**src/ep_buf_consts.vh**
```
/*
  constants for the endpoint buffer access block: register offsets,
  field positions, reset values and sizes.
  assumes inclusion by bare name from design files.
*/
`ifndef EP_BUF_CONSTS_VH
`define EP_BUF_CONSTS_VH

`define OFS_FIFO_WINDOW     6'h20
`define OFS_BUFFER_CONTROL  6'h28
`define OFS_ENDPOINT_INDEX  6'h2C
`define OFS_BUFFER_LENGTH   6'h1C
`define OFS_MAX_PACKET      6'h04
`define OFS_ENDPOINT_TYPE   6'h08
`define OFS_ENDPOINT_STATUS 6'h30

`define IDX_SETUP_BIT       5
`define IDX_NUM_HI          4
`define IDX_NUM_LO          1
`define IDX_DIR_BIT         0

`define CTL_STALL_BIT       0
`define CTL_STATUS_BIT      1
`define CTL_COMMIT_BIT      3
`define CTL_FLUSH_BIT       4

`define TYPE_ENABLE_BIT     3
`define TYPE_ISO            2'h1

`define FIFO_WORD_RESET     16'h0000
`define CTL_RESET           8'h00
`define FIFO_DEPTH_WORDS    16
`define NUM_ENDPOINTS       16

`endif

```
**src/ep_byte_fifo.v**
```verilog
/*
  synchronous fifo with valid/ready on both sides and flush.
  assumes one clock and a synchronous active low reset.
*/
`timescale 1ns/1ps
`default_nettype none
module ep_byte_fifo #(
  parameter WIDTH = 8,
  parameter DEPTH = 16,
  parameter AW    = 4
) (
  // clock and reset
  input  wire             i_clk_sys,
  input  wire             i_resetn,
  input  wire             i_flush,
  // fill side
  input  wire             i_in_valid,
  input  wire [WIDTH-1:0] i_in_data,
  output wire             o_in_ready,
  // drain side
  output wire             o_out_valid,
  output wire [WIDTH-1:0] o_out_data,
  input  wire             i_out_ready,
  // level
  output wire [AW:0]      o_level
);
  reg [WIDTH-1:0] mem [0:DEPTH-1];
  reg [AW-1:0]    wr_ptr_ff;
  reg [AW-1:0]    rd_ptr_ff;
  reg [AW:0]      count_ff;
  wire            push;
  wire            pop;

  assign o_in_ready  = (count_ff != DEPTH[AW:0]);
  assign o_out_valid = (count_ff != {(AW+1){1'b0}});
  assign o_out_data  = mem[rd_ptr_ff];
  assign o_level     = count_ff;
  assign push        = i_in_valid & o_in_ready;
  assign pop         = o_out_valid & i_out_ready;

  always @(posedge i_clk_sys) begin
    if (push)
      mem[wr_ptr_ff] <= i_in_data;
  end

  always @(posedge i_clk_sys) begin
    if (!i_resetn || i_flush) begin
      wr_ptr_ff <= {AW{1'b0}};
      rd_ptr_ff <= {AW{1'b0}};
      count_ff  <= {(AW+1){1'b0}};
    end else begin
      if (push)
        wr_ptr_ff <= wr_ptr_ff + 1'b1;
      if (pop)
        rd_ptr_ff <= rd_ptr_ff + 1'b1;
      if (push && !pop)
        count_ff <= count_ff + 1'b1;
      else if (pop && !push)
        count_ff <= count_ff - 1'b1;
    end
  end
endmodule
`default_nettype wire

```
**src/ep_buffer_access.v**
```verilog
/*
  endpoint buffer management and fifo access of a usb peripheral.
  mcu reaches registers through a simple parallel bus (address, cs,
  rd/wr strobes, 16-bit data, bus-width select). usb side sees one
  byte stream each way for the selected endpoint plus token strobes.
  assumes bus strobes are synchronous one-cycle pulses on i_clk_sys.
*/
`timescale 1ns/1ps
`default_nettype none
`include "ep_buf_consts.vh"
module ep_buffer_access #(
  parameter DEPTH = `FIFO_DEPTH_WORDS,
  parameter AW    = 4
) (
  // clock and reset
  input  wire        i_clk_sys,
  input  wire        i_resetn,
  input  wire        i_usb_bus_reset,
  // mcu register bus
  input  wire [5:0]  i_addr,
  input  wire        i_cs,
  input  wire        i_wr,
  input  wire        i_rd,
  input  wire        i_bus16,
  input  wire [15:0] i_wdata,
  output reg  [15:0] o_rdata,
  // usb side, transmit stream
  output reg  [7:0]  o_tx_data,
  output reg         o_tx_valid,
  input  wire        i_tx_ready,
  // usb side, receive stream
  input  wire [7:0]  i_rx_data,
  input  wire        i_rx_valid,
  output reg         o_rx_ready,
  // usb token events
  input  wire        i_setup_token,
  input  wire        i_status_done,
  input  wire        i_rx_packet_end,
  input  wire        i_tx_packet_sent,
  // endpoint answers
  output reg         o_stall,
  output reg         o_status_ack,
  output reg         o_tx_committed,
  output reg         o_rx_full
);
  reg  [5:0]  index_ff;
  reg  [7:0]  ctl_ff;
  reg  [`NUM_ENDPOINTS-1:0] stall_ff;
  reg  [3:0]  ep_type_ff;
  reg  [10:0] max_pkt_ff;
  reg  [15:0] buf_len_ff;
  reg  [15:0] fifo_word_ff;
  reg  [15:0] tx_cnt_ff;
  reg  [15:0] rx_cnt_ff;
  reg         commit_ff;
  reg         rx_pkt_ff;
  reg         hi_pend_ff;
  reg  [7:0]  hi_byte_ff;
  reg  [15:0] nxt_rdata;

  wire        rst_all;
  wire        wr_cycle;
  wire        rd_cycle;
  wire [3:0]  ep_num;
  wire        dir_in;
  wire        ep_enabled;
  wire        ep_iso;
  wire        flush_cmd;
  wire        commit_cmd;
  wire        tx_in_ready;
  wire        tx_push;
  wire [7:0]  tx_push_data;
  wire        rx_out_valid;
  wire [7:0]  rx_out_data;
  wire        rx_pop;
  wire        rx_flush;
  wire [AW:0] tx_level;
  wire [AW:0] rx_level;
  wire [15:0] tx_cnt_next;
  wire        rx_drained;
  wire        tx_full_pkt;
  wire [4:0]  stall_idx;
  wire        rx_done;
  wire        tx_pop;
  localparam [AW:0] RX_HEADROOM = DEPTH - 1;

  assign rst_all  = !i_resetn || i_usb_bus_reset;
  assign wr_cycle = i_cs && i_wr;
  assign rd_cycle = i_cs && i_rd;
  assign ep_num   = index_ff[`IDX_NUM_HI:`IDX_NUM_LO];
  assign dir_in   = index_ff[`IDX_DIR_BIT];
  assign ep_enabled = ep_type_ff[`TYPE_ENABLE_BIT] || (ep_num == 4'h0);
  assign ep_iso   = (ep_type_ff[1:0] == `TYPE_ISO);
  assign stall_idx = {1'b0, ep_num};

  // buffer control writes act only on enabled endpoints
  assign flush_cmd  = wr_cycle && (i_addr == `OFS_BUFFER_CONTROL) &&
                      ep_enabled && i_wdata[`CTL_FLUSH_BIT];
  assign commit_cmd = wr_cycle && (i_addr == `OFS_BUFFER_CONTROL) &&
                      ep_enabled && i_wdata[`CTL_COMMIT_BIT] && dir_in;

  // data port write: low byte first, high byte queued on 16-bit bus
  assign tx_push      = (wr_cycle && (i_addr == `OFS_FIFO_WINDOW) &&
                        dir_in && !index_ff[`IDX_SETUP_BIT]) || hi_pend_ff;
  assign tx_push_data = hi_pend_ff ? hi_byte_ff : i_wdata[7:0];
  assign tx_cnt_next  = (i_tx_packet_sent ? 16'h0000 : tx_cnt_ff) + 16'h0001;
  assign tx_full_pkt  = (tx_cnt_next == {5'h00, max_pkt_ff}) ||
                        (tx_cnt_next == buf_len_ff);
  assign rx_pop       = rd_cycle && (i_addr == `OFS_FIFO_WINDOW) && !dir_in &&
                        rx_out_valid;
  assign rx_drained   = rx_pkt_ff && (rx_cnt_ff != 16'h0000) &&
                        (rx_cnt_ff <= (i_bus16 ? 16'h0002 : 16'h0001));
  assign rx_done      = rx_pop && (rx_drained ||
                        (rx_pkt_ff && (rx_cnt_ff == buf_len_ff)));
  assign rx_flush     = rst_all || flush_cmd || rx_done;
  assign tx_pop       = o_tx_valid && i_tx_ready;

  ep_byte_fifo #(.WIDTH(8), .DEPTH(DEPTH), .AW(AW)) u_tx_fifo (
    .i_clk_sys   (i_clk_sys),
    .i_resetn    (i_resetn),
    .i_flush     (i_usb_bus_reset),
    .i_in_valid  (tx_push),
    .i_in_data   (tx_push_data),
    .o_in_ready  (tx_in_ready),
    .o_out_valid (),
    .o_out_data  (),
    .i_out_ready (tx_pop),
    .o_level     (tx_level)
  );

  // usb drains the tx fifo only once committed
  reg  [7:0]  tx_mem [0:DEPTH-1];
  reg  [AW-1:0] tx_wp_ff;
  reg  [AW-1:0] tx_rp_ff;
  always @(posedge i_clk_sys) begin
    if (tx_push && tx_in_ready)
      tx_mem[tx_wp_ff] <= tx_push_data;
  end

  ep_byte_fifo #(.WIDTH(8), .DEPTH(DEPTH), .AW(AW)) u_rx_fifo (
    .i_clk_sys   (i_clk_sys),
    .i_resetn    (i_resetn),
    .i_flush     (rx_flush),
    .i_in_valid  (i_rx_valid && o_rx_ready),
    .i_in_data   (i_rx_data),
    .o_in_ready  (),
    .o_out_valid (rx_out_valid),
    .o_out_data  (rx_out_data),
    .i_out_ready (rx_pop),
    .o_level     (rx_level)
  );

  // register file and control
  always @(posedge i_clk_sys) begin
    if (rst_all) begin
      ctl_ff       <= `CTL_RESET;
      fifo_word_ff <= `FIFO_WORD_RESET;
      stall_ff     <= {`NUM_ENDPOINTS{1'b0}};
      buf_len_ff   <= 16'h0000;
      ep_type_ff   <= 4'h0;
      tx_cnt_ff    <= 16'h0000;
      rx_cnt_ff    <= 16'h0000;
      commit_ff    <= 1'b0;
      rx_pkt_ff    <= 1'b0;
      hi_pend_ff   <= 1'b0;
      hi_byte_ff   <= 8'h00;
      tx_wp_ff     <= {AW{1'b0}};
      tx_rp_ff     <= {AW{1'b0}};
    end else begin
      hi_pend_ff <= 1'b0;
      if (wr_cycle) begin
        case (i_addr)
          `OFS_BUFFER_CONTROL: begin
            if (ep_enabled) begin
              ctl_ff[`CTL_STATUS_BIT] <= i_wdata[`CTL_STATUS_BIT];
              if (!ep_iso)
                stall_ff[stall_idx[3:0]] <=
                  i_wdata[`CTL_STALL_BIT];
            end
          end
          `OFS_ENDPOINT_TYPE:  ep_type_ff <= i_wdata[3:0];
          `OFS_BUFFER_LENGTH:  buf_len_ff <= i_wdata;
          `OFS_FIFO_WINDOW:    fifo_word_ff <= i_wdata;
          default: begin
          end
        endcase
      end
      // status ack clears on completion or setup, set loses
      if (i_setup_token || i_status_done)
        ctl_ff[`CTL_STATUS_BIT] <= 1'b0;
      // packet sent first, so a same-cycle fill or commit wins
      if (i_tx_packet_sent) begin
        commit_ff <= 1'b0;
        tx_cnt_ff <= 16'h0000;
      end
      // transmit side fill and commit
      if (tx_push && tx_in_ready) begin
        tx_wp_ff  <= tx_wp_ff + 1'b1;
        tx_cnt_ff <= tx_cnt_next;
        if (tx_full_pkt)
          commit_ff <= 1'b1;
        if (!hi_pend_ff && i_bus16) begin
          hi_pend_ff <= 1'b1;
          hi_byte_ff <= i_wdata[15:8];
        end
      end
      if (commit_cmd)
        commit_ff <= 1'b1;
      if (tx_pop)
        tx_rp_ff <= tx_rp_ff + 1'b1;
      // receive side packet accounting
      if (i_rx_packet_end && !rx_pkt_ff) begin
        rx_pkt_ff <= 1'b1;
        rx_cnt_ff <= {{(15-AW){1'b0}}, rx_level};
      end
      if (rx_pop) begin
        fifo_word_ff <= {8'h00, rx_out_data};
        if (rx_done)
          rx_cnt_ff <= 16'h0000;
        else
          rx_cnt_ff <= rx_cnt_ff -
                       (i_bus16 ? 16'h0002 : 16'h0001);
      end
      if (flush_cmd || rx_done) begin
        rx_pkt_ff <= 1'b0;
        rx_cnt_ff <= 16'h0000;
      end
    end
  end

  // max packet register, kept across bus reset
  always @(posedge i_clk_sys) begin
    if (!i_resetn)
      max_pkt_ff <= 11'h000;
    else if (wr_cycle && (i_addr == `OFS_MAX_PACKET))
      max_pkt_ff <= i_wdata[10:0];
  end

  // index register, unchanged by bus reset
  always @(posedge i_clk_sys) begin
    if (!i_resetn)
      index_ff <= 6'h00;
    else if (wr_cycle && (i_addr == `OFS_ENDPOINT_INDEX))
      index_ff <= i_wdata[5:0];
  end

  // read mux; reserved bits read zero
  always @* begin
    nxt_rdata = 16'h0000;
    case (i_addr)
      `OFS_ENDPOINT_INDEX:  nxt_rdata = {10'h000, index_ff};
      `OFS_BUFFER_CONTROL:  nxt_rdata = {14'h0000, ctl_ff[`CTL_STATUS_BIT],
                                         stall_ff[stall_idx[3:0]]};
      `OFS_FIFO_WINDOW:     nxt_rdata = dir_in ? fifo_word_ff :
                                        {8'h00, rx_out_data};
      `OFS_BUFFER_LENGTH:   nxt_rdata = dir_in ? tx_cnt_ff : rx_cnt_ff;
      `OFS_MAX_PACKET:      nxt_rdata = {5'h00, max_pkt_ff};
      `OFS_ENDPOINT_TYPE:   nxt_rdata = {12'h000, ep_type_ff};
      `OFS_ENDPOINT_STATUS: nxt_rdata = {10'h000, rx_pkt_ff, commit_ff,
                                         1'b0, rx_level[AW:AW-2]};
      default:              nxt_rdata = 16'h0000;
    endcase
  end

  // registered outputs
  always @(posedge i_clk_sys) begin
    if (rst_all) begin
      o_rdata        <= 16'h0000;
      o_tx_data      <= 8'h00;
      o_tx_valid     <= 1'b0;
      o_rx_ready     <= 1'b0;
      o_stall        <= 1'b0;
      o_status_ack   <= 1'b0;
      o_tx_committed <= 1'b0;
      o_rx_full      <= 1'b0;
    end else begin
      o_rdata        <= nxt_rdata;
      o_tx_valid     <= commit_ff && (tx_rp_ff != tx_wp_ff) && !tx_pop;
      o_tx_data      <= tx_mem[tx_rp_ff];
      o_rx_ready     <= !rx_pkt_ff && !i_rx_packet_end &&
                        (rx_level < RX_HEADROOM);
      o_stall        <= stall_ff[stall_idx[3:0]] && !ep_iso;
      o_status_ack   <= ctl_ff[`CTL_STATUS_BIT] &&
                        !i_setup_token && !i_status_done;
      o_tx_committed <= commit_ff;
      o_rx_full      <= rx_pkt_ff;
    end
  end
endmodule
`default_nettype wire

```
**config.mk**
```make
export PLATFORM = sky130hd
export DESIGN_NAME = ep_buffer_access
export DESIGN_NICKNAME = d
export VERILOG_FILES = /design/src/ep_byte_fifo.v /design/src/ep_buffer_access.v
export VERILOG_INCLUDE_DIRS = /design/src /design/src/src
export SDC_FILE = /design/constraint.sdc
export NUM_CORES = 1
export LEC_CHECK = 0
export BUFFER_PORTS_ARGS = -buffer_cell sky130_fd_sc_hd__buf_2
export CORE_ASPECT_RATIO = 0.9
export CORE_UTILIZATION = 35
export DETAILED_ROUTE_END_ITERATION = 10
export PLACE_DENSITY = 0.51
export SLEW_MARGIN = 20
export SYNTH_ARGS = -nofsm -noshare
export SYNTH_HDL_FRONTEND = slang
export SYNTH_HIERARCHICAL = 1
export SYNTH_SLANG_ARGS = --single-unit
```
**constraint.sdc**
```tcl
create_clock -name i_clk_sys -period 3.18 [get_ports i_clk_sys]
set_input_delay 0.159 -clock i_clk_sys [delete_from_list [all_inputs] [get_ports i_clk_sys]]
set_output_delay 0.159 -clock i_clk_sys [all_outputs]
set_load 0.02 [all_outputs]
```
# == After elaboration in Yosys (flattened, before gate mapping) ==
# Memory sizes are Yosys's and may differ from the RTL's. A register that Yosys moved wholly into a read port is not among the register bits.
# Cells that the tools add are included.
# totals
ff_bits,161
latch_bits,0
ramBits,256
mem_bits_ro,0
input_bits,43
output_inout_bits,30
word_cells,176
mem_count,2
# classes
add_sub_neg,10
multipliers,0
n_div,0
magnitude_cmp,4
eq_ne,14
n_shift,0
mux,33
bitwise_logic,6
reduce_logical,80
# mem_list
name,words,word_bits,read_ports,rd_ports_with_merged_regs,write_ports,line_no,rtl
tx_mem,16,8,1,1,1,ep_buffer_access.v:132,reg [7:0] tx_mem [0:DEPTH-1];
u_rx_fifo.mem,16,8,1,1,1,ep_byte_fifo.v:27,reg [WIDTH-1:0] mem [0:DEPTH-1];
# ops
cell,n
two-way mux 16 bit,7
one-hot mux 16 bit (7 select lines),1
logical AND 1 bit,36
== test 16 bit,2
two-way mux 8 bit,4
"== test 6 bit, second input constant",4
two-way mux 5 bit,4
"adder 16 x 1 -> 16 bit, second input constant",1
"adder 4 x 1 -> 4 bit, second input constant",4
bitwise mux 16 bit,1
== test 16 x 11 -> 1 bit,1
less-or-equal comparator 16 bit,1
nonzero test 16 bit,1
subtractor 16 x 2 -> 16 bit,1
logical NOT 1 bit,14
two-way mux 1 bit,11
"adder 5 x 1 -> 5 bit, second input constant",2
logical OR 1 bit,10
"inequality test 5 bit, second input constant",2
AND reduction 2 bit,5
nonzero test 2 bit,5
nonzero test 5 bit,2
"subtractor 5 x 1 -> 5 bit, second input constant",2
two-way mux 4 bit,2
17 further kinds,24

# == Depth between registers and ports, before layout ==
# Gate-level depths: netlist (run 1).
# depth
ltp_word,10
depth_mapped,15
mapped_depth_nobuf,13

# == Modules after synthesis ==
# Netlist (run 1), hierarchy kept.
# modules_own_cells
module,n_inst,cells_per_inst,area_each_um2,seq_area_each_um2
ep_buffer_access,1,1149,13046.3,6866.6
ep_byte_fifo,2,310,5776.8,4184.0

# == Worst setup path before layout (run 1) ==
# OpenSTA, ideal clock, no wires.
# synth_timing
path_type,input port to flip-flop
startpoint,input i_addr[3]
endpoint,register u_tx_fifo.count_ff[4] (netlist: u_tx_fifo/o_level[4])
setup_ps,57
arrival_time_ps,3040
required_time_ps,3123
setup_slack_ps,83
path_stages,14
n_path_buf,3
path_cell_list,buf_6 -> nor4b_1 -> and2_1 -> clkbuf_1 -> buf_2 -> a31o_2 -> a21boi_2 -> ha_1 -> inv_1 -> ha_1 -> a21oi_1 -> a211o_1 -> a211oi_1 -> a31o_2
# synth_via
elab_chain_len,9
elab_cells_between_ends,11
cone_classes,eq/ne (1); mux (1); bitwise (1); reduce/logical (8)
# synth_lines
element,line_no,rtl
from (decl),ep_buffer_access.v:20,"input wire [5:0] i_addr,"
== test 6 bit (*),--,
logical AND 1 bit (*) (3 in series),ep_buffer_access.v:103,assign tx_push = (wr_cycle && (i_addr == `OFS_FIFO_WINDOW) &&
logical OR 1 bit (*),ep_buffer_access.v:103,
named net tx_push,ep_buffer_access.v:71,wire tx_push;
AND 1 bit (*),ep_byte_fifo.v:38,assign push = i_in_valid & o_in_ready;
named net u_tx_fifo.push,ep_byte_fifo.v:31,wire push;
logical NOT 1 bit,ep_byte_fifo.v:58,else if (pop && !push)
logical AND 1 bit,ep_byte_fifo.v:58,
nonzero test 2 bit (no source line),--,
to (signal assigned),ep_byte_fifo.v:50,count_ff <= {(AW+1){1'b0}};
to (signal assigned),ep_byte_fifo.v:57,count_ff <= count_ff + 1'b1;
to (signal assigned),ep_byte_fifo.v:59,count_ff <= count_ff - 1'b1;
to (decl),ep_byte_fifo.v:30,reg [AW:0] count_ff;
# Mark *: on every way through the listed nets, which the timed path passes. The rest lies on a longest branch.
# A chain may end at the register's enable or synchronous reset.

# == Worst setup path in the final report (run 1) ==
# layout_timing
startpoint,register rx_cnt_ff[0]
endpoint,register u_rx_fifo.count_ff[4] (netlist: u_rx_fifo/o_level[4])
# layout_via
elab_chain_len,7
elab_cells_between_ends,10
cone_classes,order compare (1); eq/ne (1); reduce/logical (8)
# layout_lines
element,line_no,rtl
from (decl),ep_buffer_access.v:54,reg [15:0] rx_cnt_ff;
from (signal assigned),ep_buffer_access.v:214,"rx_cnt_ff <= {{(15-AW){1'b0}}, rx_level};"
from (signal assigned),ep_buffer_access.v:221,rx_cnt_ff <= rx_cnt_ff -
branches (longest 3 deep; another with less-or-equal comparator 16 bit),--,
logical OR 1 bit (*),ep_buffer_access.v:113,assign rx_done = rx_pop && (rx_drained ||
logical AND 1 bit (*),ep_buffer_access.v:113,
logical OR 1 bit (*),ep_buffer_access.v:115,assign rx_flush = rst_all || flush_cmd || rx_done;
logical OR 1 bit (*),ep_byte_fifo.v:47,if (!i_resetn || i_flush) begin
to (signal assigned),ep_byte_fifo.v:50,
to (signal assigned),ep_byte_fifo.v:57,
to (signal assigned),ep_byte_fifo.v:59,
to (decl),ep_byte_fifo.v:30,
# Every way passes the cells marked *.

==> results of run 1 <==
[worst register-to-register path: stages (launching register included)]
cell	delay, ns
dfxtp_1	0.35
inv_1	0.10
ha_1	0.16
inv_1	0.06
fa_1	0.44
a2111oi_0	0.41
nand4_1	0.16
a21boi_2	0.23
a221o_1	0.19
nand2b_1	0.40
nor2_1	0.08
a31o_2	0.25
[report_power, final]
part | internal (mW) | total (mW) | switching, mW
registers | 5.89 | 5.89 | 0.00584
logic | 0.101 | 0.324 | 0.222
clock network | 3.50 | 5.85 | 2.34
total | 9.49 | 12.1 | 2.57
[metal layers]
metal	GRT usage, %	wire length [um]
met2	27.4	22300
met1	27.8	25300
met3	3.22	2740
met5	0	46
met4	6.35	1410
[how the worst min path moves through the flow]
stage             startpoint                        to  slack (ns)  cells past startpoint
6_report          i_wdata[0]  stall_ff[3]$_SDFFE_PP0P_        0.06                      3
5_1_grt           i_wdata[0]  stall_ff[3]$_SDFFE_PP0P_        0.06                      3
4_1_cts           i_wdata[0]  stall_ff[3]$_SDFFE_PP0P_        0.02                      3
3_5_place_dp   i_status_done    ctl_ff[1]$_SDFFE_PP0P_        0.35                      2
3_3_place_gp   i_status_done    ctl_ff[1]$_SDFFE_PP0P_        0.34                      2
2_1_floorplan  i_setup_token   o_status_ack$_SDFF_PP0_        0.24                      1
[through the flow]
step | setup WS (ns) | std cells
6_report | 0.238 | 2363
5_1_grt | 0.0166 | 2363
4_1_cts | 0.230 | 2363
3_5_place_dp | 0.200 | 2247
3_3_place_gp | 0.289 | 2247
2_1_floorplan | 0.330 | 1503
[flip-flops by register name (all words and copies together) (netlist names), 5 cells and up, named ones only]
name and flops:
rx_cnt_ff 16, index_ff 6, max_pkt_ff 11, tx_cnt_ff 16, buf_len_ff 16, o_tx_data 8
stall_ff 16, o_rdata 16, u_rx_fifo/o_level 5, hi_byte_ff 8, u_rx_fifo/mem 128, u_tx_fifo/o_level 5
tx_mem 128, fifo_word_ff 16
[final cells by class]
cell class                 instances  area share [%]
timing repair buffer             164            5.22
sequential                       429            49.6
tap                              705            3.93
clock buffer                      55            5.41
clock inverter                    32            2.03
multi-input combinational        954            33.4
inverter                          24           0.412
[cells in the final DEF, fill, tap and decap left out, drive strengths merged, types with 4 or more instances in the layout]
cell / n
dfxtp: 173
o21ai: 17
a21oi: 46
and2: 18
a22oi: 24
a222oi: 5
nand3: 38
mux2i: 72
nand2: 126
a211oi: 5
a21boi: 6
buf: 135
ha: 20
clkbuf: 55
nand3b: 7
nor2: 168
edfxtp: 256
dlygate4sd3: 29
and3: 10
o211ai: 7
nand4: 11
nand2b: 19
xnor2: 29
xor2: 44
mux2: 22
nor4: 19
clkinvlp: 4
inv: 25
a311oi: 17
nor3: 26
nor2b: 35
or4: 6
mux4: 77
a31oi: 12
a22o: 5
clkinv: 18
bufinv: 9
==> reports/results.txt, run 1 <==
Mean routed wirelength per cell -> 21.9 um
Min cycle time layout -> 2.94 ns
Post-Route WL -> 51.8 mm
Total power -> 12.1 mW
Setup crit start -> rx_cnt_ff[0]$_SDFFE_PP0P_
Antenna-violating nets left -> 0
Nets -> 1686
Final period util -> 92.5%
Run status -> complete, no violations
CP max stage delay -> 0.44 ns
Util after Layout -> 41.4%
Worst Hold Class -> in2reg
RSZ-0062 raised after global routing -> false
Slew Limit Fails -> 0
Placed inst area -> 20500 um2
Routed vias -> 12509
LEAKAGE -> 7.78 nW
CP Data Arrival Time -> 3.42 ns
Finished layout cell area -> 22500 um2
CP Class -> reg2reg
Die W -> 249 um
Max-cap violations -> 0
Clock latency at the later pin of the worst-skew pair -> 0.61 ns
CTS tree -> done
# Post-CTS Setup Buffers -> 0
Final Hold Vio Count -> 0
Sequence of cells on the critical path -> inv_1 -> ha_1 -> inv_1 -> fa_1 -> a2111oi_0 -> nand4_1 -> a21boi_2 -> a221o_1 -> nand2b_1 -> nor2_1 -> a31o_2
Initial drt markers -> 1065
Resized cells post-CTS -> 0
Drt pass-1 iters -> 5
Pwr per Cell Area -> 537 nW/um2
N_diodes -> 0
Core ar. -> 54300 um2
Finish-stage setup viols -> 0
# rows -> 81
Initial Util -> 35.4%
GRT overflow -> 0
P&R area growth vs syn -> 16.9%
Hold_buf cts -> 29
Worst path depth -> 11
Required time of the worst setup path -> 3.66 ns
VDD IR max -> 0.381 mV
DRC viols -> 0
Clock slew at reported path FFs -> 0.06 ns
Crit-path slowest cell -> fa_1
Initial antenna violation count -> 5
Fmax achieved -> 340 MHz
Relative slew slack -> 31.9%
Fillers -> 5099
Fraction of layout cells with a size suffix above 1 -> 20.7%
CTS sink count -> 429
Top Ports -> 73
CTS Buf Count -> 47
Crit path to -> u_rx_fifo/o_level[4]$_SDFFE_PP0P_
Cells after synthesis -> 1503
Footprint of the multi-input gates -> 7500 um2
Top delay family on crit path -> compound AO/OA/AOI/OAI gates
H-tree Lvls -> 2
Mapped Area -> 19200 um2
CP max FO -> 12
Pin count of the biggest net entering global routing -> 73
Vias/cell -> 5.29
Final hold slack -> 0.0620 ns
Worst-margin pin slew -> 1.01 ns
Root buffer cell -> clkbuf_16
RR Startpoint -> rx_cnt_ff[0]$_SDFFE_PP0P_
Global-route wire length before repair -> 78.3 mm
Crit Reg-Reg Endpoint -> u_rx_fifo/o_level[4]$_SDFFE_PP0P_
Die Area -> 55800 um2
CP endpoint kind -> flop
Sequential cell area -> 11200 um2
Vias in the first global route -> 12232
Startpoint types -> flop
R2R Setup Slk -> 0.24 ns
Placer Congestion -> 0.860
Setup TNS -> 0 ns
Die Y -> 224 um
Number of buffers and inverters on the critical path -> 2
Syn Area/Cell -> 12.8 um2
GRT Util Overall -> 18.7%
Post-DP HPWL -> 35.4 mm
CP most frequent cell -> inv_1
YS warnings -> 6
CTS max path bufs -> 3
IO buf count -> 72
Worst r2r path cells -> 11
Setup Skew -> 0.0375 ns
Syn Nets -> 1569
Power figures use the tool's default switching activity.
==> run 2, diff against run 1 <==
Settings changed: PLACE_DENSITY 0.51 to not set, PLACE_DENSITY_LB_ADDON set to 0.12.
==> reports/results.txt, run 2 (synthesized netlist as in run 1, its figures left out) <==
Vias in the first global route -> 12338 (+0.87%)
Relative slew slack -> 35.0% (+3.1 points)
Mean routed wirelength per cell -> 22.2 um (+1.2%)
Final Hold Vio Count -> 0 (unchanged)
Top Registers -> tx_mem (128), u_rx_fifo/mem (128)
CP endpoint kind -> flop
Vias/cell -> 5.28 (-0.20%)
LEAKAGE -> 7.80 nW (+0.30%)
Drt pass-1 iters -> 6 (+1)
Placed inst area -> 20600 um2 (+0.23%)
Placed insts -> 2257 (+0.45%)
Max-cap violations -> 0 (unchanged)
IO buf count -> 72 (unchanged)
Crit-path slowest cell -> nor4_1
Clock slew at reported path FFs -> 0.06 ns (about the same)
Fraction of layout cells with a size suffix above 1 -> 21.2% (+0.48 points)
Initial Util -> 35.4% (unchanged)
CTS Buf Count -> 47 (unchanged)
RSZ-0062 raised after global routing -> false
CTS max path bufs -> 3 (unchanged)
Setup Skew -> 0.0296 ns (-0.00795 ns)
Commonest non-fill, non-tap cell in the layout -> edfxtp_1
Run status -> complete, no violations
Nets -> 1695 (+0.53%)
Die W -> 249 um (unchanged)
Top Ports -> 73 (unchanged)
H-tree Lvls -> 2 (unchanged)
Placement Setup Slack -> 0.195 ns (-0.00589 ns)
CP max stage delay -> 0.39 ns (-0.05 ns)
Setup crit start -> u_rx_fifo/o_level[0]$_SDFFE_PP0P_
CTS sink count -> 429 (unchanged)
Most frequent cells in the layout -> 256 x edfxtp_1, 171 x dfxtp_1, 167 x nor2_1, 125 x nand2_1, 77 x mux4_2
Die Y -> 224 um (unchanged)
Startpoint types -> flop
CP Data Arrival Time -> 3.37 ns (-0.05 ns)
Initial antenna violation count -> 1 (-4)
Util after Layout -> 41.3% (about the same)
CP Class -> reg2reg
Antenna-violating nets left -> 0 (unchanged)
P&R area growth vs syn -> 16.9% (about the same)
Slew Limit Fails -> 0 (unchanged)
RR Startpoint -> u_rx_fifo/o_level[0]$_SDFFE_PP0P_
GRT Util Overall -> 18.9% (+0.25 points)
Final period util -> 88.6% (-3.9 points)
Finished layout cell area -> 22500 um2 (about the same)
Pwr per Cell Area -> 528 nW/um2 (-1.6%)
Number of buffers and inverters on the critical path -> 2 (unchanged)
CP most frequent cell -> ha_1
Fillers -> 5133 (+0.67%)
Pin count of the biggest net entering global routing -> 72 (-1.4%)
Die Area -> 55800 um2 (unchanged)
Worst Hold Class -> in2reg
Min cycle time layout -> 2.82 ns (-0.125 ns)
DRC viols -> 0 (unchanged)
# rows -> 81 (unchanged)
Root buffer cell -> clkbuf_16
Post-Route WL -> 52.7 mm (+1.7%)
Post-DP HPWL -> 37.2 mm (+5.0%)
Worst-margin pin slew -> 0.971 ns (-0.0406 ns)
Final worst slack -> 0.362 ns (+0.125 ns)
Clock latency at the later pin of the worst-skew pair -> 0.61 ns (about the same)
CP max FO -> 6 (-6)
Finish-stage setup viols -> 0 (unchanged)
Global-route wire length before repair -> 79.8 mm (+1.9%)
# Post-CTS Setup Buffers -> 0 (unchanged)
Sequence of cells on the critical path -> nor4_1 -> nand2_1 -> nor2b_1 -> nand4_4 -> inv_4 -> o21ai_4 -> ha_1 -> inv_1 -> ha_1 -> a21oi_1 -> a211o_1 -> a211oi_1 -> a31o_2
Non-filler cells, final -> 2375 (+0.51%)
Routed vias -> 12548 (+0.31%)
Setup TNS -> 0 ns (unchanged)
Core ar. -> 54300 um2 (unchanged)
Top delay family on crit path -> simple AND/OR/NAND/NOR gates
Placer Congestion -> 0.888 (+3.3%)
Initial drt markers -> 951 (-11%)
GRT overflow -> 0 (unchanged)
Required time of the worst setup path -> 3.73 ns (+0.07 ns)
Fmax achieved -> 355 MHz (+4.4%)
Worst hold start -> i_resetn
VDD IR max -> 0.360 mV (-5.5%)
CTS tree -> done
[run 2: cell types whose count changed in the layout (fill, tap and decap cells not counted), sizes merged, moves of 2 or more]
cell and delta:
bufinv -4, clkbuf +3, clkinv +4, buf +10, diode +2
[run 2: power by group]
| part | internal (mW) | leakage, nW | switching [mW] |
|---|---|---|---|
| logic | 0.103 | 3.32 | 0.223 |
| registers | 5.89 | 3.70 | 0.00598 |
| clock network | 3.29 | 0.787 | 2.36 |
[run 2: what timing repair did]
| action | in CTS | in global routing |
|---|---|---|
| endpoints found under the setup margin | 0 | 6 |
| hold buffers | 28 | 0 |
| resized for setup | 0 | 1 |
| endpoints found under the hold margin | 189 | 0 |
[run 2: worst min-delay path: cells and delay by family]
family | cells | cell delay [ns]
buffers and inverters | 1 | 0.10
and+or+nand+nor | 2 | 0.30
[run 2: layer usage]
metal	wire (um)	vias to the layer above	GRT usage, %
li1	-	5856	-
met1	25200	6333	27.1
met2	23800	290	29.5
met3	2490	69	3.30
met4	1190	0	5.63
met5	0	-	0
[run 2: metrics by stage]
stage,total power [mW],hold slack (ns)
2_1_floorplan,6.16,0.236
3_3_place_gp,6.31,0.395
3_5_place_dp,6.31,0.402
4_1_cts,12.0,0.00224
5_1_grt,12.2,0.0460
6_report,11.9,0.0185
[run 2: path summary, 6_finish.rpt]
kind                                        to  depth (start not counted)  slack, ns
min          u_tx_fifo/o_level[2]$_SDFFE_PP0P_                          3       0.02
max          u_rx_fifo/o_level[4]$_SDFFE_PP0P_                         13       0.36
min reg2reg           stall_ff[3]$_SDFFE_PP0P_                          2       0.46
max reg2reg  u_rx_fifo/o_level[4]$_SDFFE_PP0P_                         13       0.36
[run 2: final cells by class]
type | count | area, um2 | share of cell area, %
repair buffers | 173 | 1210 | 5.40
flip-flops and latches | 429 | 11200 | 49.7
well taps | 705 | 882 | 3.93
inverters | 24 | 92.6 | 0.412
multi-input cells | 954 | 7500 | 33.4
diodes | 2 | 5.00 | 0.0223
clock buffers | 58 | 1280 | 5.69
clock inverters | 30 | 339 | 1.51
==> run 3, diff against run 2 <==
Settings changed: CORE_UTILIZATION 35 to 26.
==> reports/results.txt, run 3 (synthesized netlist as in run 1, its figures left out) <==
Fmax achieved -> 353 MHz (-0.58%)
GRT overflow -> 0 (unchanged)
Sequence of cells on the critical path -> inv_1 -> ha_1 -> inv_1 -> fa_1 -> a2111oi_0 -> nand4_1 -> a21boi_2 -> a221o_1 -> nand2b_1 -> buf_4 -> nor2_1 -> a31o_2
Clock slew at reported path FFs -> 0.06 ns (about the same)
Fraction of layout cells with a size suffix above 1 -> 22.7% (+1.5 points)
DRC viols -> 0 (unchanged)
Vias/cell -> 4.78 (-9.6%)
Clock latency at the later pin of the worst-skew pair -> 0.60 ns (about the same)
Initial Util -> 26.3% (-9.1 points)
CP Class -> reg2reg
IO buf count -> 72 (unchanged)
Routed vias -> 12761 (+1.7%)
Post-Route WL -> 58.0 mm (+10%)
Number of buffers and inverters on the critical path -> 3 (+1)
# rows -> 94 (+16%)
Commonest non-fill, non-tap cell in the layout -> edfxtp_1
Top Ports -> 73 (unchanged)
Slew Limit Fails -> 0 (unchanged)
CP max stage delay -> 0.45 ns (+0.06 ns)
GRT Util Overall -> 15.7% (-3.3 points)
Worst r2r path cells -> 12 (-1)
CP Data Arrival Time -> 3.32 ns (-0.05 ns)
RSZ-0062 raised after global routing -> false
Max-cap violations -> 0 (unchanged)
CTS Buf Count -> 51 (+8.5%)
CP max FO -> 16 (+10)
Most frequent cells in the layout -> 256 x edfxtp_1, 169 x dfxtp_1, 166 x nor2_1, 125 x nand2_1, 105 x buf_4
CTS max path bufs -> 3 (unchanged)
CP endpoint kind -> flop
Die Y -> 260 um (+16%)
CTS sink count -> 429 (unchanged)
Top delay family on crit path -> compound AO/OA/AOI/OAI gates
R2R Setup Slk -> 0.35 ns (-0.02 ns)
CP most frequent cell -> inv_1
Worst hold start -> i_addr[5]
LEAKAGE -> 8.01 nW (+2.7%)
Final Hold Vio Count -> 0 (unchanged)
Sequential cell area -> 11200 um2 (about the same)
Pin count of the biggest net entering global routing -> 45 (-38%)
Placement Setup Slack -> 0.275 ns (+0.0803 ns)
Core ar. -> 73200 um2 (+35%)
Pwr per Cell Area -> 517 nW/um2 (-2.1%)
Vias in the first global route -> 12797 (+3.7%)
Min cycle time layout -> 2.83 ns (+0.0164 ns)
Mean routed wirelength per cell -> 21.7 um (-2.1%)
Total power -> 11.9 mW (+0.58%)
Run status -> complete, no violations
P&R area growth vs syn -> 20.1%
Antenna-violating nets left -> 0 (unchanged)
CTS tree -> done
Top Registers -> tx_mem (128), u_rx_fifo/mem (128)
Global-route wire length before repair -> 86.8 mm (+8.7%)
WHS Path Cells -> 4 (+1)
Relative slew slack -> 43.7% (+8.7 points)
Footprint of the multi-input gates -> 7500 um2 (+0.10%)
Initial drt markers -> 1140 (+20%)
Die Area -> 75000 um2 (+34%)
Drt pass-1 iters -> 5 (-1)
Setup crit start -> rx_cnt_ff[0]$_SDFFE_PP0P_
RR Startpoint -> rx_cnt_ff[0]$_SDFFE_PP0P_
Worst-margin pin slew -> 0.843 ns (-0.128 ns)
Placer Congestion -> 0.820 (-7.7%)
Final worst slack -> 0.346 ns (-0.0164 ns)
Startpoint types -> flop
Initial antenna violation count -> 0 (-1)
Root buffer cell -> clkbuf_16
H-tree Lvls -> 2 (unchanged)
Hold Path Sink -> o_rdata[0]$_SDFF_PP0_
Post-DP HPWL -> 41.7 mm (+12%)
Fillers -> 7351 (+43%)
Required time of the worst setup path -> 3.66 ns (-0.07 ns)
Worst Hold Class -> in2reg
Final period util -> 89.1% (+0.52 points)
Die W -> 289 um (+16%)
Crit-path slowest cell -> a2111oi_0
VDD IR max -> 0.376 mV (+4.4%)
# Post-CTS Setup Buffers -> 0 (unchanged)
Crit Reg-Reg Endpoint -> u_rx_fifo/o_level[4]$_SDFFE_PP0P_
Setup Skew -> 0.0171 ns (-0.0124 ns)
Setup TNS -> 0 ns (unchanged)
Nets -> 1735 (+2.4%)
Finish-stage setup viols -> 0 (unchanged)
-- run 3: through the flow --
| step | util [%] | area [um2] | std cells | hold WS, ns |
|---|---|---|---|---|
| after global placement | 28.9 | 21100 | 2546 | 0.361 |
| after detailed placement | 28.9 | 21100 | 2546 | 0.351 |
| final | 31.5 | 23100 | 2671 | 0.0911 |
| after global routing | 31.5 | 23100 | 2670 | 0.0967 |
| after floorplan | - | 19200 | 1503 | 0.236 |
| after CTS | 31.5 | 23100 | 2670 | 0.0449 |
-- run 3: power breakdown --
part	internal, mW	switching, mW	total (mW)	leakage (nW)
Sequential	5.89	0.00524	5.89	3.70
Combinational	0.109	0.243	0.353	3.51
Clock	3.32	2.37	5.69	0.804
-- run 3: worst max-delay path by stage --
| stage | endpoint | slack [ns] | cells after the start |
|---|---|---|---|
| after CTS | u_rx_fifo/o_level[4]$_SDFFE_PP0P_ | 0.33 | 12 |
| final | u_rx_fifo/o_level[4]$_SDFFE_PP0P_ | 0.35 | 12 |
| after global placement | u_rx_fifo/o_level[4]$_SDFFE_PP0P_ | 0.42 | 14 |
| after global routing | u_rx_fifo/o_level[4]$_SDFFE_PP0P_ | 0.04 | 12 |
| after floorplan | u_tx_fifo/o_level[4]$_SDFFE_PP0P_ | 0.33 | 14 |
| after detailed placement | u_rx_fifo/o_level[4]$_SDFFE_PP0P_ | 0.27 | 13 |
-- run 3: cell type report --
type	instances	area share [%]
repair buffers	209	6.45
well taps	960	5.21
inverters	24	0.401
diodes	1	0.0108
clock buffers	66	6.00
flip-flops and latches	429	48.3
clock inverters	28	1.06
multi-input cells	954	32.5
-- run 3: routing by layer --
layer	track usage [%]	vias up	part of all wire, %
li1	-	5940	-
met1	24.4	6476	51
met2	22.3	281	42
met3	2.41	64	4.8
met4	3.83	0	1.8
met5	0	-	0
-- run 3: tightest hold or removal path: stages --
cell	delay, ns
buf_2	0.15
nand4_1	0.13
nand2b_1	0.12
a31oi_1	0.07
-- run 3: timing repair --
| action | 4_1_cts | 5_1_grt |
|---|---|---|
| hold endpoints to repair | 188 | 0 |
| hold buffers | 30 | 0 |
| endpoints found under the setup margin | 0 | 0 |
| gates resized for setup | 0 | 0 |
